==> config.mk <==
export PLATFORM = sky130hd
export DESIGN_NAME = gpd_top
export DESIGN_NICKNAME = d
export VERILOG_FILES = /design/src/verilog/gpd_pkg.sv /design/src/verilog/gpd_pin_cell.sv /design/src/verilog/gpd_top.sv
export SDC_FILE = /design/constraint.sdc
export NUM_CORES = 1
export LEC_CHECK = 0
export BUFFER_PORTS_ARGS = -buffer_cell sky130_fd_sc_hd__buf_2
export CORE_MARGIN = 3
export CORE_UTILIZATION = 35
export DETAILED_ROUTE_END_ITERATION = 6
export PLACE_DENSITY_LB_ADDON = 0.25
export SLEW_MARGIN = 15
export SYNTH_ARGS = -nofsm -noshare
export SYNTH_HDL_FRONTEND = slang
export SYNTH_SLANG_ARGS = --single-unit
==> constraint.sdc <==
create_clock -name clk_sys -period 3.8 [get_ports clk_sys]
set_input_delay 0.38 -clock clk_sys [delete_from_list [all_inputs] [get_ports clk_sys]]
set_output_delay 0.38 -clock clk_sys [all_outputs]
set_load 0.05 [all_outputs]
==> src/verilog/gpd_pkg.sv <==
package gpd_pkg;
    localparam int GPD_PINS = 8;
    localparam int GPD_AW = 8;
    localparam int GPD_DW = 32;
    // Register indices in the indirect space; byte address is index * 4
    localparam logic [7:0] GPD_IDX_DATA = 8'h2A;
    localparam logic [7:0] GPD_IDX_DIR = 8'h2B;
    localparam logic [7:0] GPD_IDX_STATUS = 8'h2D;
    localparam logic [1:0] GPD_WORD_LSB = 2'h0;
    localparam logic [7:0] GPD_DATA_RST = 8'h00;
    localparam logic [7:0] GPD_DIR_RST = 8'h00;
    localparam logic [GPD_DW-1:0] GPD_UNMAPPED = 32'h00000000;
    localparam logic [1:0] GPD_RESP_OK = 2'h0;
    localparam logic [1:0] GPD_RESP_DECERR = 2'h3;

    typedef struct packed {
        logic [GPD_PINS-1:0] out;
        logic [GPD_PINS-1:0] oe;
    } gpd_pins_t;

    typedef enum logic [1:0] {
        GPD_SEL_NONE,
        GPD_SEL_DATA,
        GPD_SEL_DIR,
        GPD_SEL_STATUS
    } gpd_sel_t;

    function automatic gpd_sel_t gpd_decode(input logic [GPD_AW-1:0] a);
        if (a[1:0] != GPD_WORD_LSB) begin
            return GPD_SEL_NONE;
        end
        case (a[GPD_AW-1:2])
            GPD_IDX_DATA[5:0]: return GPD_SEL_DATA;
            GPD_IDX_DIR[5:0]: return GPD_SEL_DIR;
            GPD_IDX_STATUS[5:0]: return GPD_SEL_STATUS;
            default: return GPD_SEL_NONE;
        endcase
    endfunction
endpackage

==> src/verilog/gpd_pin_cell.sv <==
`timescale 1ns/1ps
module gpd_pin_cell
    import gpd_pkg::*;
(
    input wire logic clk_sys,
    input wire logic rst,
    input wire logic [GPD_PINS-1:0] dir,
    input wire logic [GPD_PINS-1:0] level_out,
    input wire logic [GPD_PINS-1:0] pin_in,
    output gpd_pins_t drive,
    output logic [GPD_PINS-1:0] readback
);
    gpd_pins_t drive_nxt;
    logic [GPD_PINS-1:0] readback_nxt;

    // Bit n drives general pin n+1: bit 7 is the eighth pin
    assign drive_nxt.out = level_out & dir; // RULE_02 RULE_04
    assign drive_nxt.oe = dir; // RULE_05
    // Input pins read live level, outputs read back the stored level
    assign readback_nxt = (pin_in & ~dir) | (level_out & dir); // RULE_03

    always_ff @(posedge clk_sys or posedge rst) begin
        if (rst) begin
            drive <= '0;
            readback <= '0;
        end else begin
            drive <= drive_nxt;
            readback <= readback_nxt;
        end
    end
endmodule

==> src/verilog/gpd_top.sv <==
// Our own choice: the Avalon-MM register port.
`timescale 1ns/1ps
// Function
// RULE_01: Pin data register sits at index 2Ah, eight bits, one per pin.
// RULE_02: Output-direction pins drive the written data bit level.
// RULE_03: Input-direction pins read back their present external level.
// RULE_04: Bit 7 maps to the eighth pin, bit 0 to the first.
// RULE_05: Direction bit 0 means input mode, 1 means output mode.
// RULE_06: Stored output data bits clear to zero on reset.
module gpd_top
    import gpd_pkg::*;
(
    input wire logic clk_sys,
    input wire logic rst,
    input wire logic [GPD_AW-1:0] avs_address,
    input wire logic avs_read,
    input wire logic avs_write,
    input wire logic [GPD_DW-1:0] avs_writedata,
    input wire logic [3:0] avs_byteenable,
    output logic [GPD_DW-1:0] avs_readdata,
    output logic [1:0] avs_response,
    output logic avs_waitrequest,
    input wire logic [GPD_PINS-1:0] pin_i,
    output logic [GPD_PINS-1:0] pin_o,
    output logic [GPD_PINS-1:0] pin_oe
);
    logic [GPD_PINS-1:0] io_pin_data_r;
    logic [GPD_PINS-1:0] io_pin_dir_r;
    logic ack_r;
    logic [GPD_DW-1:0] avs_readdata_nxt;
    logic [1:0] avs_response_nxt;
    gpd_pins_t drive;
    logic [GPD_PINS-1:0] readback;

    wire gpd_sel_t sel = gpd_decode(avs_address);
    wire req = (avs_read | avs_write) & ~ack_r;
    // Write lands on the answer edge, where the master sees waitrequest low
    wire wr_ok = avs_write & ack_r & avs_byteenable[0];
    wire wr_data = wr_ok & (sel == GPD_SEL_DATA); // RULE_01
    wire wr_dir = wr_ok & (sel == GPD_SEL_DIR);
    wire [GPD_PINS-1:0] wdata = avs_writedata[GPD_PINS-1:0];

    // Status: pins currently driving, low byte
    always_comb begin
        avs_readdata_nxt = GPD_UNMAPPED;
        avs_response_nxt = GPD_RESP_OK;
        case (sel)
            GPD_SEL_DATA: avs_readdata_nxt[GPD_PINS-1:0] = readback; // RULE_03
            GPD_SEL_DIR: avs_readdata_nxt[GPD_PINS-1:0] = io_pin_dir_r;
            GPD_SEL_STATUS: avs_readdata_nxt[GPD_PINS-1:0] = drive.oe;
            default: avs_response_nxt = GPD_RESP_DECERR;
        endcase
    end

    // One wait state: answer lands with waitrequest low next cycle
    always_ff @(posedge clk_sys or posedge rst) begin
        if (rst) begin
            ack_r <= 1'b0;
            avs_waitrequest <= 1'b1;
            avs_readdata <= GPD_UNMAPPED;
            avs_response <= GPD_RESP_OK;
        end else begin
            ack_r <= req;
            avs_waitrequest <= ~req;
            if (req) begin
                avs_readdata <= avs_readdata_nxt;
                avs_response <= avs_response_nxt;
            end
        end
    end

    always_ff @(posedge clk_sys or posedge rst) begin
        if (rst) begin
            io_pin_data_r <= GPD_DATA_RST; // RULE_06
            io_pin_dir_r <= GPD_DIR_RST;
        end else begin
            if (wr_data) begin
                io_pin_data_r <= wdata; // RULE_02
            end
            if (wr_dir) begin
                io_pin_dir_r <= wdata; // RULE_05
            end
        end
    end

    gpd_pin_cell u_cell (
        .clk_sys(clk_sys),
        .rst(rst),
        .dir(io_pin_dir_r),
        .level_out(io_pin_data_r),
        .pin_in(pin_i),
        .drive(drive),
        .readback(readback)
    );

    assign pin_o = drive.out;
    assign pin_oe = drive.oe;

    // Pin outputs lag the registers by one cycle through the pin cell
    a_out_follows_dir: assert property ( // RULE_02
        @(posedge clk_sys) disable iff (rst)
        wr_data |=> ##1 pin_o == $past(io_pin_data_r & io_pin_dir_r))
        else $error("pin level not driven from data");

    a_input_readback: assert property ( // RULE_03
        @(posedge clk_sys) disable iff (rst)
        ##1 ((readback & ~$past(io_pin_dir_r)) ==
            ($past(pin_i) & ~$past(io_pin_dir_r))))
        else $error("input pin readback wrong");

    a_oe_is_dir: assert property ( // RULE_05
        @(posedge clk_sys) disable iff (rst)
        ##1 pin_oe == $past(io_pin_dir_r))
        else $error("enable does not follow direction");

    a_data_write: assert property ( // RULE_01
        @(posedge clk_sys) disable iff (rst)
        wr_data |=> io_pin_data_r == $past(wdata))
        else $error("data write lost");

    a_bit_map: assert property ( // RULE_04
        @(posedge clk_sys) disable iff (rst)
        ##1 pin_o[GPD_PINS-1] == ($past(io_pin_data_r[GPD_PINS-1]) &
            $past(io_pin_dir_r[GPD_PINS-1])))
        else $error("bit seven not on eighth pin");

    a_bit_zero: assert property ( // RULE_04
        @(posedge clk_sys) disable iff (rst)
        ##1 pin_o[0] == ($past(io_pin_data_r[0]) & $past(io_pin_dir_r[0])))
        else $error("bit zero not on first pin");

    // Reset is asynchronous, so these checks carry no disable
    a_reset_low: assert property ( // RULE_06
        @(posedge clk_sys) $fell(rst) |-> io_pin_data_r == GPD_DATA_RST)
        else $error("data not cleared by reset");

    a_reset_pins: assert property ( // RULE_06
        @(posedge clk_sys)
        $fell(rst) |-> io_pin_dir_r == GPD_DIR_RST && pin_o == '0)
        else $error("pins not idle after reset");

    a_wait_one: assert property (
        @(posedge clk_sys) disable iff (rst)
        req |=> !avs_waitrequest ##1 avs_waitrequest)
        else $error("waitrequest timing wrong");

    a_wait_idle: assert property (
        @(posedge clk_sys) disable iff (rst)
        !avs_read && !avs_write |=> avs_waitrequest)
        else $error("answer without request");

    a_answer_once: assert property (
        @(posedge clk_sys) disable iff (rst)
        !avs_waitrequest |=> avs_waitrequest)
        else $error("answer longer than one cycle");

    a_ack_pulse: assert property (
        @(posedge clk_sys) disable iff (rst)
        ack_r |=> !ack_r)
        else $error("request taken twice");

    a_no_drive_in: assert property ( // RULE_05
        @(posedge clk_sys) disable iff (rst)
        ((pin_o & ~pin_oe) == '0))
        else $error("input pin driven");

    a_dir_write: assert property ( // RULE_05
        @(posedge clk_sys) disable iff (rst)
        wr_dir |=> io_pin_dir_r == $past(wdata))
        else $error("direction write lost");

    a_data_hold: assert property ( // RULE_02
        @(posedge clk_sys) disable iff (rst)
        !wr_data |=> io_pin_data_r == $past(io_pin_data_r))
        else $error("data changed without write");

    a_dir_hold: assert property ( // RULE_05
        @(posedge clk_sys) disable iff (rst)
        !wr_dir |=> io_pin_dir_r == $past(io_pin_dir_r))
        else $error("direction changed without write");

    // A write without byte 0 is answered but must leave state alone
    a_be_refused: assert property ( // RULE_02
        @(posedge clk_sys) disable iff (rst)
        avs_write && !avs_byteenable[0] |=>
            io_pin_data_r == $past(io_pin_data_r))
        else $error("masked write changed data");

    a_resp_decerr: assert property ( // RULE_01
        @(posedge clk_sys) disable iff (rst)
        req && sel == GPD_SEL_NONE |=> avs_response == GPD_RESP_DECERR)
        else $error("unmapped access not refused");

    a_resp_ok: assert property ( // RULE_01
        @(posedge clk_sys) disable iff (rst)
        req && sel != GPD_SEL_NONE |=> avs_response == GPD_RESP_OK)
        else $error("mapped access refused");

    a_read_data: assert property ( // RULE_03
        @(posedge clk_sys) disable iff (rst)
        req && sel == GPD_SEL_DATA |=>
            avs_readdata[GPD_PINS-1:0] == $past(readback))
        else $error("data read wrong");

    a_oe_status: assert property (
        @(posedge clk_sys) disable iff (rst)
        req && sel == GPD_SEL_STATUS |=>
            avs_readdata[GPD_PINS-1:0] == $past(pin_oe))
        else $error("status read wrong");

    a_upper_zero: assert property (
        @(posedge clk_sys) disable iff (rst)
        !avs_waitrequest |-> avs_readdata[GPD_DW-1:GPD_PINS] == '0)
        else $error("upper read bits not zero");

    // Read data must stand until the next request is taken
    a_readdata_hold: assert property (
        @(posedge clk_sys) disable iff (rst)
        !req |=> $stable(avs_readdata))
        else $error("read data moved while idle");
endmodule

# Word level (Yosys, flattened, before mapping)
# Cells that the tools add are included.
[totals]
ff_bits = 52
in_bits = 56
[classes]
eq_ne = 6
mux = 6
bitwise = 12
reduce_logical = 2
[ops]
columns = ["op", "count"]
rows = [
  ["8-bit case mux with 3 select lines", 1],
  ["6-bit == test, second input constant", 3],
  ["8-bit AND", 2],
  ["8-bit inverter", 1],
  ["8-bit OR", 1],
  ["2-bit two-way mux", 3],
  ["2-bit case mux with 3 select lines", 1],
  ["1-bit AND", 5],
  ["2-bit == test, second input constant", 2],
  ["3-bit OR reduction", 1],
  ["2-bit by 1-bit == test with 1-bit output, second input constant", 1],
  ["1-bit inverter", 2],
  ["2-bit nonzero test", 1],
  ["1-bit two-way mux", 1],
  ["1-bit OR", 1],
]

# Depth between registers and ports, before layout
# Gate-level depths: netlist of the first run.
[logic_depth]
depth_word = 6
depth_mapped = 5

# Hierarchy
# From an unflattened synthesis of the first run, not the netlist that was laid out.
[hier_totals]
hier_cells = 166
area_unflattened_um2 = 2232.1
[modules_own_cells]
columns = ["module", "n_inst", "cells_each", "area_per_inst_um2", "seq_area_each_um2"]
rows = [
  ["gpd_top", 1, 125, 1447.6, 676.9],
  ["gpd_pin_cell", 1, 41, 784.5, 600.6],
]

# Worst setup path before layout of the first run
# Ideal clock, no wire load.
[synth_path]
path_type = "input to register"
start = "input port avs_address[6]"
end = "register io_pin_data_r[0]"
t_arrival_ns = 1.388
required_ns = 3.675
slack_ns = 2.287
stages = 5
path_buffers = 2
cell_sequence = "and3b_1 clkbuf_1 and4b_1 buf_6 mux2_2"
[synth_between]
elab_chain_len = 5
elab_cells_between_ends = 7
classes_between = "4 x eq/ne; 2 x mux; 1 x bitwise"
[synth_lines]
columns = ["item", "line_no", "text"]
rows = [
  ["from (decl)", "gpd_top.sv:15", "input wire logic [GPD_AW-1:0] avs_address,"],
  ["6-bit == test", "gpd_pkg.sv:32", "case (a[GPD_AW-1:2])"],
  ["2-bit case mux with 3 select lines (*)", "gpd_pkg.sv:32", ""],
  ["2-bit two-way mux (*)", "gpd_pkg.sv:32", ""],
  ["2-bit by 1-bit == test with 1-bit output (*)", "gpd_top.sv:39", "wire wr_data = wr_ok & (sel == GPD_SEL_DATA);"],
  ["1-bit AND (*)", "gpd_top.sv:39", ""],
  ["to (signal assigned)", "gpd_top.sv:78", "io_pin_data_r <= wdata;"],
  ["to (decl)", "gpd_top.sv:27", "logic [GPD_PINS-1:0] io_pin_data_r;"],
]
# Every way passes the cells marked *; elsewhere a longest branch is shown, timed or not.
# A chain may end at the register's enable or synchronous reset.

# Final worst setup path of the first run
[layout_path]
start = "register ack_r"
end = "register avs_readdata[7]"
[layout_between]
elab_chain_len = 2
[layout_lines]
columns = ["item", "line_no", "text"]
rows = [
  ["from (decl)", "gpd_top.sv:29", "logic ack_r;"],
  ["from (signal assigned)", "gpd_top.sv:63", "ack_r <= req;"],
  ["1-bit inverter", "gpd_top.sv:36", "wire req = (avs_read | avs_write) & ~ack_r;"],
  ["1-bit AND", "gpd_top.sv:36", ""],
  ["via req", "gpd_top.sv:36", ""],
  ["to (signal assigned)", "gpd_top.sv:66", "avs_readdata <= avs_readdata_nxt;"],
  ["to (decl)", "gpd_top.sv:20", "output logic [GPD_DW-1:0] avs_readdata,"],
]
# The timed path passes the listed nets, and every way through them passes these cells.

==> run metrics, run 1 <==
cell count after synthesis=159; number of storage elements in the synthesis netlist=51; Overflow after GRT=0; Final Net Count=272; Post-CTS Hold Fix Bufs=0; Antenna Diode Count=0; starting density of the core=0.377; count of standard-cell rows=27; setup bufs post-CTS=0; vias per cell=4.43; Worst Setup End Kind=flip-flop; FFs w/ async S/R, synth=1.00; prevailing post-synth register cell=sky130_fd_sc_hd__dfrtp_1; half-perimeter wire length of the detailed placement result=2700 um; Finish-stage setup viols=0; Detail Route met3 WL=374 um; crit path launch type=flip-flop; wl on met1=roughly 1800 um; register clock-pin slew on the reported worst setup and hold paths=around 0.08 ns; highest fanout seen on the critical path=10; Cell Pwr Density=slightly below 400 nW/um^2; warning count from the yosys run=0; Final Cycle Share=0.466; weighted congestion reported at the end of routability-driven placement=~0.69; number of distinct library cell variants in the gate-level netlist after synthesis=24; H-Tree Level Count=2; Post-synth EDFFs=0; leading post-synthesis cells by cell area=sky130_fd_sc_hd__dfrtp_1, sky130_fd_sc_hd__mux2_2, sky130_fd_sc_hd__buf_4; final wirelength=3950 um; synthesis-to-finish area growth=15.0%; synthesized area per cell=roughly 14 um^2; Top Ports=107; clk sink count=51; tightest hold margin=0.317 ns; clock root cell=sky130_fd_sc_hd__clkbuf_8; Core Area=5710 um^2; combined global-route utilization of all metal layers=0.116; signal arrival time at the worst endpoint=1.97 ns; max-cap viol count=0; fraction of layout instances using a drive strength above 1=0.410; slew of the pin with the lowest slew margin=1.05 ns; via count of the routed design=1279; die width=84.4 um; CTS buffer count=5; clock latency at the later pin of the worst-skew pair=roughly 0.29 ns; aggregate negative setup slack=0 ns; final routed DRC violation total=0; post-synthesis cell type with the largest combined area=sky130_fd_sc_hd__dfrtp_1; type of the tightest min-delay check=input pin to flip-flop; number of port buffers=55; Max Clock Freq=0.565 GHz; number of nets with antenna violations after detailed routing=0; slew margin rel.=0.298; clk buf depth=2; via count of the first global-routing pass=1279; maximum number of pins on one net before global-route repair=52; DR pass1 iterations=4; Hold Fails Final Rpt=0; initial antenna violation count=0; status=finished, final reports clean; critical path required time=4.00 ns; quantity of gates resized following cts=0; cell with the most instances after synthesis=sky130_fd_sc_hd__dfrtp_1; first-iteration detailed-routing DRC count=28; wire length per cell after detailed routing=about 14 um; topmost layer with routed signal wires=met4; sequential area share after synthesis=0.594; global-route wire length before repair=~6300 um; peak ir drop on the vdd network=0.198 mV; Yosys top cell area share=0.582; CTS tree=built; minimum clock period after layout=around 1.8 ns; kind of critical path=flip-flop to flip-flop; netlist area before placement=2150 um^2; length of routed met2 wiring=1730 um; Final Slew Violations=0; die outline height=between 80 and 90 um; Total Die Area=7120 um^2; setup skew after layout=0.00572 ns; commonest cells in the synthesized netlist=sky130_fd_sc_hd__dfrtp_1, sky130_fd_sc_hd__buf_4, sky130_fd_sc_hd__mux2_2; static power due to leakage=approximately 1.3 nW; setup repair after global routing missed its margin=no
-- critical path, cell delays in order (launching register included) --
cell and delay, ns:
sky130_fd_sc_hd__dfrtp_1 0.37, sky130_fd_sc_hd__o21bai_2 0.31, sky130_fd_sc_hd__inv_1 0.19, sky130_fd_sc_hd__nand4_1 0.44, sky130_fd_sc_hd__o221ai_1 0.37
-- area by class of cell --
type / instances / area (um^2)
clock buffers: 8 / 80.1
fillers: 548 / 3240
inverters: 10 / 37.5
multi-input cells: 93 / 711
flip-flops and latches: 51 / 1280
well taps: 72 / 90.1
repair buffers: 55 / 275
-- through the flow --
stage	instances	setup slack, ns	power [mW]	instance area (um^2)	util
final	289	2.03	0.973	2470	0.433
after global routing	289	1.95	1.02	2470	0.433
after floorplan	182	2.19	0.682	2240	-
after detailed placement	281	1.83	0.691	2390	0.419
after global placement	281	1.83	0.690	2390	0.419
after CTS	289	2.03	0.986	2470	0.433
-- power by group --
| part | internal (mW) | switching (mW) |
|---|---|---|
| clock | 0.131 | 0.163 |
| combinational | 0.0256 | 0.0948 |
| sequential | 0.554 | 0.00447 |
-- path summary, 6_finish.rpt --
| path | startpoint | endpoint | slack (ns) | depth (start not counted) |
|---|---|---|---|---|
| hold reg to reg | io_pin_dir_r[4] | u_cell.drive[4] | 0.45 | 0 |
| max in group asynchronous | rst | io_pin_dir_r[5] | 2.82 | 2 |
| hold / removal | pin_i[1] | u_cell.readback[1] | 0.32 | 2 |
| setup / recovery | ack_r | avs_readdata[7] | 2.03 | 4 |
| setup reg to reg | ack_r | avs_readdata[7] | 2.03 | 4 |
| min in group asynchronous | rst | io_pin_data_r[6] | 0.34 | 2 |
-- cells by family after synthesis --
group | Yosys count | share of synthesized area
buffers and inverters | 38 | 0.115
other | 1 | 0.00174
DFF | 51 | 0.594
and+or+nand+nor | 26 | 0.0803
muxes | 32 | 0.163
AOI/OAI and AO/OA | 11 | 0.0454
-- sequential cells by signal, summed over array words and instances (netlist names) --
signal	count
io_pin_dir_r	8
ack_r	1
avs_waitrequest	1
avs_response	1
io_pin_data_r	8
u_cell.drive	16
avs_readdata	8
u_cell.readback	8
-- layout by cell type (no fill, tap or decap) --
master / count
sky130_fd_sc_hd__and2_1: 8
sky130_fd_sc_hd__and2b_1: 1
sky130_fd_sc_hd__and3_1: 1
sky130_fd_sc_hd__and3b_1: 2
sky130_fd_sc_hd__and4b_1: 1
sky130_fd_sc_hd__buf_2: 55
sky130_fd_sc_hd__clkbuf_1: 3
sky130_fd_sc_hd__clkbuf_8: 5
sky130_fd_sc_hd__conb_1: 24
sky130_fd_sc_hd__dfrtp_1: 50
sky130_fd_sc_hd__dfstp_2: 1
sky130_fd_sc_hd__inv_1: 9
sky130_fd_sc_hd__inv_2: 1
sky130_fd_sc_hd__mux2_2: 24
sky130_fd_sc_hd__mux2i_1: 8
sky130_fd_sc_hd__nand2_1: 8
sky130_fd_sc_hd__nand3_1: 1
sky130_fd_sc_hd__nand4_1: 1
sky130_fd_sc_hd__nand4_2: 1
sky130_fd_sc_hd__nor2_1: 1
sky130_fd_sc_hd__nor4b_4: 1
sky130_fd_sc_hd__o2111ai_1: 1
sky130_fd_sc_hd__o21a_1: 1
sky130_fd_sc_hd__o21bai_2: 1
sky130_fd_sc_hd__o221ai_1: 8
-- metal layers --
layer  global-route usage  vias to the layer above
met2                0.176                       62
met4               0.0345                        0
met1                0.153                      608
met5                    0                        -
met3               0.0451                        6
li1                     -                      603
Note: power is estimated with default switching activity, not from simulation.
==> inputs of run 2 (changes only) <==
ABC_AREA = 1   (was unset)
clock period = 1.65 ns   (was 3.8 ns; I/O delays follow)
==> run metrics, run 2 <==
status=finished, final reports clean; type of the tightest min-delay check=input pin to flip-flop; clock root cell=sky130_fd_sc_hd__clkbuf_8; number of distinct library cell variants in the gate-level netlist after synthesis=27; aggregate negative setup slack=0 ns; prevailing post-synth register cell=sky130_fd_sc_hd__dfrtp_1; Cell Pwr Density=858 nW/um^2; synthesis-to-finish area growth=15.7%; weighted congestion reported at the end of routability-driven placement=0.711; clk sink count=51; clk buf depth=2; end point of the most critical hold path=u_cell.readback[7]; top register by number of flip-flops=u_cell.drive; count of standard-cell rows=29; commonest cells in the synthesized netlist=sky130_fd_sc_hd__dfrtp_1, sky130_fd_sc_hd__nand2_1, sky130_fd_sc_hd__inv_1; minimum clock period after layout=1.24 ns; kind of critical path=flip-flop to flip-flop; sequential standard cell area=1280 um^2; quantity of gates resized following cts=0; clock latency at the later pin of the worst-skew pair=0.30 ns; post-synthesis cell type with the largest combined area=sky130_fd_sc_hd__dfrtp_1; sequential area share after synthesis=0.536; netlist area before placement=2380 um^2; DR pass1 iterations=4; Finish-stage setup viols=0; Core Area=around 6500 um^2; wire length per cell after detailed routing=11.8 um; tightest hold margin=0.0922 ns; Final Net Count=roughly 360; number of cells on the worst hold path=3; die width=88.5 um; die outline height=88.5 um; crit path launch type=flip-flop; setup skew after layout=roughly 0.0045 ns; register clock-pin slew on the reported worst setup and hold paths=0.09 ns; Yosys top cell area share=0.525; Max Clock Freq=roughly 0.81 GHz; fraction of layout instances using a drive strength above 1=0.345; Antenna Diode Count=0; critical path required time=between 1.5 and 2 ns; Worst Setup End Kind=flip-flop; startpoint of the most critical hold path=pin_i[7]; max-cap viol count=0; FF-to-FF End=avs_readdata[3]; half-perimeter wire length of the detailed placement result=3470 um; CTS buffer count=5; vias per cell=about 4.4; CTS tree=built; cell with the most instances after synthesis=sky130_fd_sc_hd__dfrtp_1; commonest cells after routing, fill and taps aside=sky130_fd_sc_hd__buf_2, sky130_fd_sc_hd__dfrtp_1, sky130_fd_sc_hd__nand2_1, sky130_fd_sc_hd__inv_1, sky130_fd_sc_hd__conb_1; most common cell after layout, fill and taps aside=sky130_fd_sc_hd__buf_2; setup bufs post-CTS=0; fill count=666; maximum number of pins on one net before global-route repair=35; FFs w/ async S/R, synth=1.00; peak ir drop on the vdd network=0.367 mV; highest fanout seen on the critical path=9; Hold Fails Final Rpt=0; static power due to leakage=1.61 nW; Place WS=between 0.2 and 0.25 ns; global-route wire length before repair=7490 um; number of storage elements in the synthesis netlist=slightly above 50; starting density of the core=0.369; max reg flops=16; final routed DRC violation total=0; initial antenna violation count=0; critical register-to-register path startpoint=ack_r; Final Cycle Share=0.752; number of cells on the worst reg-to-reg path=5; register-to-register path setup slack=0.41 ns; leading post-synthesis cells by cell area=sky130_fd_sc_hd__dfrtp_1, sky130_fd_sc_hd__buf_4, sky130_fd_sc_hd__nand2_1; combined global-route utilization of all metal layers=0.125; warning count from the yosys run=0; crit path setup slack, layout=0.409 ns; cell count after synthesis=roughly 240; Top Ports=107; Total Die Area=about 7800 um^2; H-Tree Level Count=2; via count of the routed design=about 1700; synthesized area per cell=9.80 um^2; signal arrival time at the worst endpoint=1.43 ns; first-iteration detailed-routing DRC count=94; Overflow after GRT=0; number of port buffers=55; via count of the first global-routing pass=1607; Post-synth EDFFs=0; Final Slew Violations=0; combined area of the multi-input logic cells=818 um^2; setup repair after global routing missed its margin=no; number of nets with antenna violations after detailed routing=0; final wirelength=4500 um
## run 2: cell count changes after synthesis, sizes merged, moves of 2 or more
cell / previous run / this run
and2: 8 / 0
nand2: 8 / 55
mux2: 24 / 0
clkinv: 0 / 3
o21ai: 0 / 25
nand4: 2 / 16
nand3: 1 / 21
o221ai: 8 / 0
inv: 10 / 33
buf: 27 / 29
mux2i: 8 / 0
nor2: 1 / 5
and3b: 2 / 0
## run 2: how the worst max path moves through the flow
stage | startpoint | endpoint | slack [ns] | depth (start not counted)
after CTS | ack_r | avs_readdata[3] | 0.38 | 5
after floorplan | rst | ack_r | 0.26 | 1
after global routing | ack_r | avs_readdata[3] | 0.25 | 5
after detailed placement | avs_address[6] | avs_readdata[3] | 0.23 | 10
after global placement | avs_address[6] | io_pin_data_r[6] | 0.25 | 9
final | ack_r | avs_readdata[3] | 0.41 | 5
## run 2: critical path, cell delays in order, from the launching register on
cell and delay [ns]:
sky130_fd_sc_hd__dfrtp_1 0.34, sky130_fd_sc_hd__inv_1 0.04, sky130_fd_sc_hd__o21ai_1 0.21, sky130_fd_sc_hd__clkinv_1 0.33
sky130_fd_sc_hd__nand2_1 0.15, sky130_fd_sc_hd__nand2_1 0.06
## run 2: cell families (layout without fill, tap and decap cells)
logic type / Yosys count / in the layout / synth area share
other cells: 1 / 24 / 0.00157
simple gates: 98 / 98 / 0.225
compound gates: 26 / 26 / 0.0809
flops: 51 / 51 / 0.536
buf+inv: 67 / 105 / 0.157
## run 2: stage by stage
| step | std cells | cell area, um^2 | power (mW) | util |
|---|---|---|---|---|
| after floorplan | 266 | 2470 | 1.66 | - |
| after global placement | 372 | 2660 | 1.71 | 0.412 |
| after detailed placement | 372 | 2660 | 1.71 | 0.412 |
| after CTS | 381 | 2760 | 2.41 | 0.427 |
| after global routing | 381 | 2760 | 2.50 | 0.427 |
| final | 381 | 2760 | 2.37 | 0.427 |
## run 2: routing by layer
metal,global-route usage,up-vias,share of wire
met5,0,-,0
met4,0.0371,0,0.011
met3,0.0335,6,0.062
met2,0.203,55,0.49
met1,0.166,767,0.44
li1,-,854,-
## run 2: area by class of cell
type / count / share of cell area
flip-flops and latches: 51 / 0.463
clock buffers: 5 / 0.0250
multi-input cells: 148 / 0.297
inverters: 36 / 0.0527
clock inverters: 3 / 0.00545
repair buffers: 61 / 0.122
well taps: 77 / 0.0350
## run 2: timing repair
action / CTS / global route
endpoints found under the setup margin: 0 / 0
hold endpoints to repair: 17 / 0
hold buffers: 1 / 0
## run 2: report_power, final
| group | switching [mW] | total, mW | internal, mW |
|---|---|---|---|
| clock network | 0.393 | 0.684 | 0.291 |
| registers | 0.0222 | 1.31 | 1.29 |
| logic | 0.297 | 0.372 | 0.0754 |
| total | 0.712 | 2.37 | 1.65 |
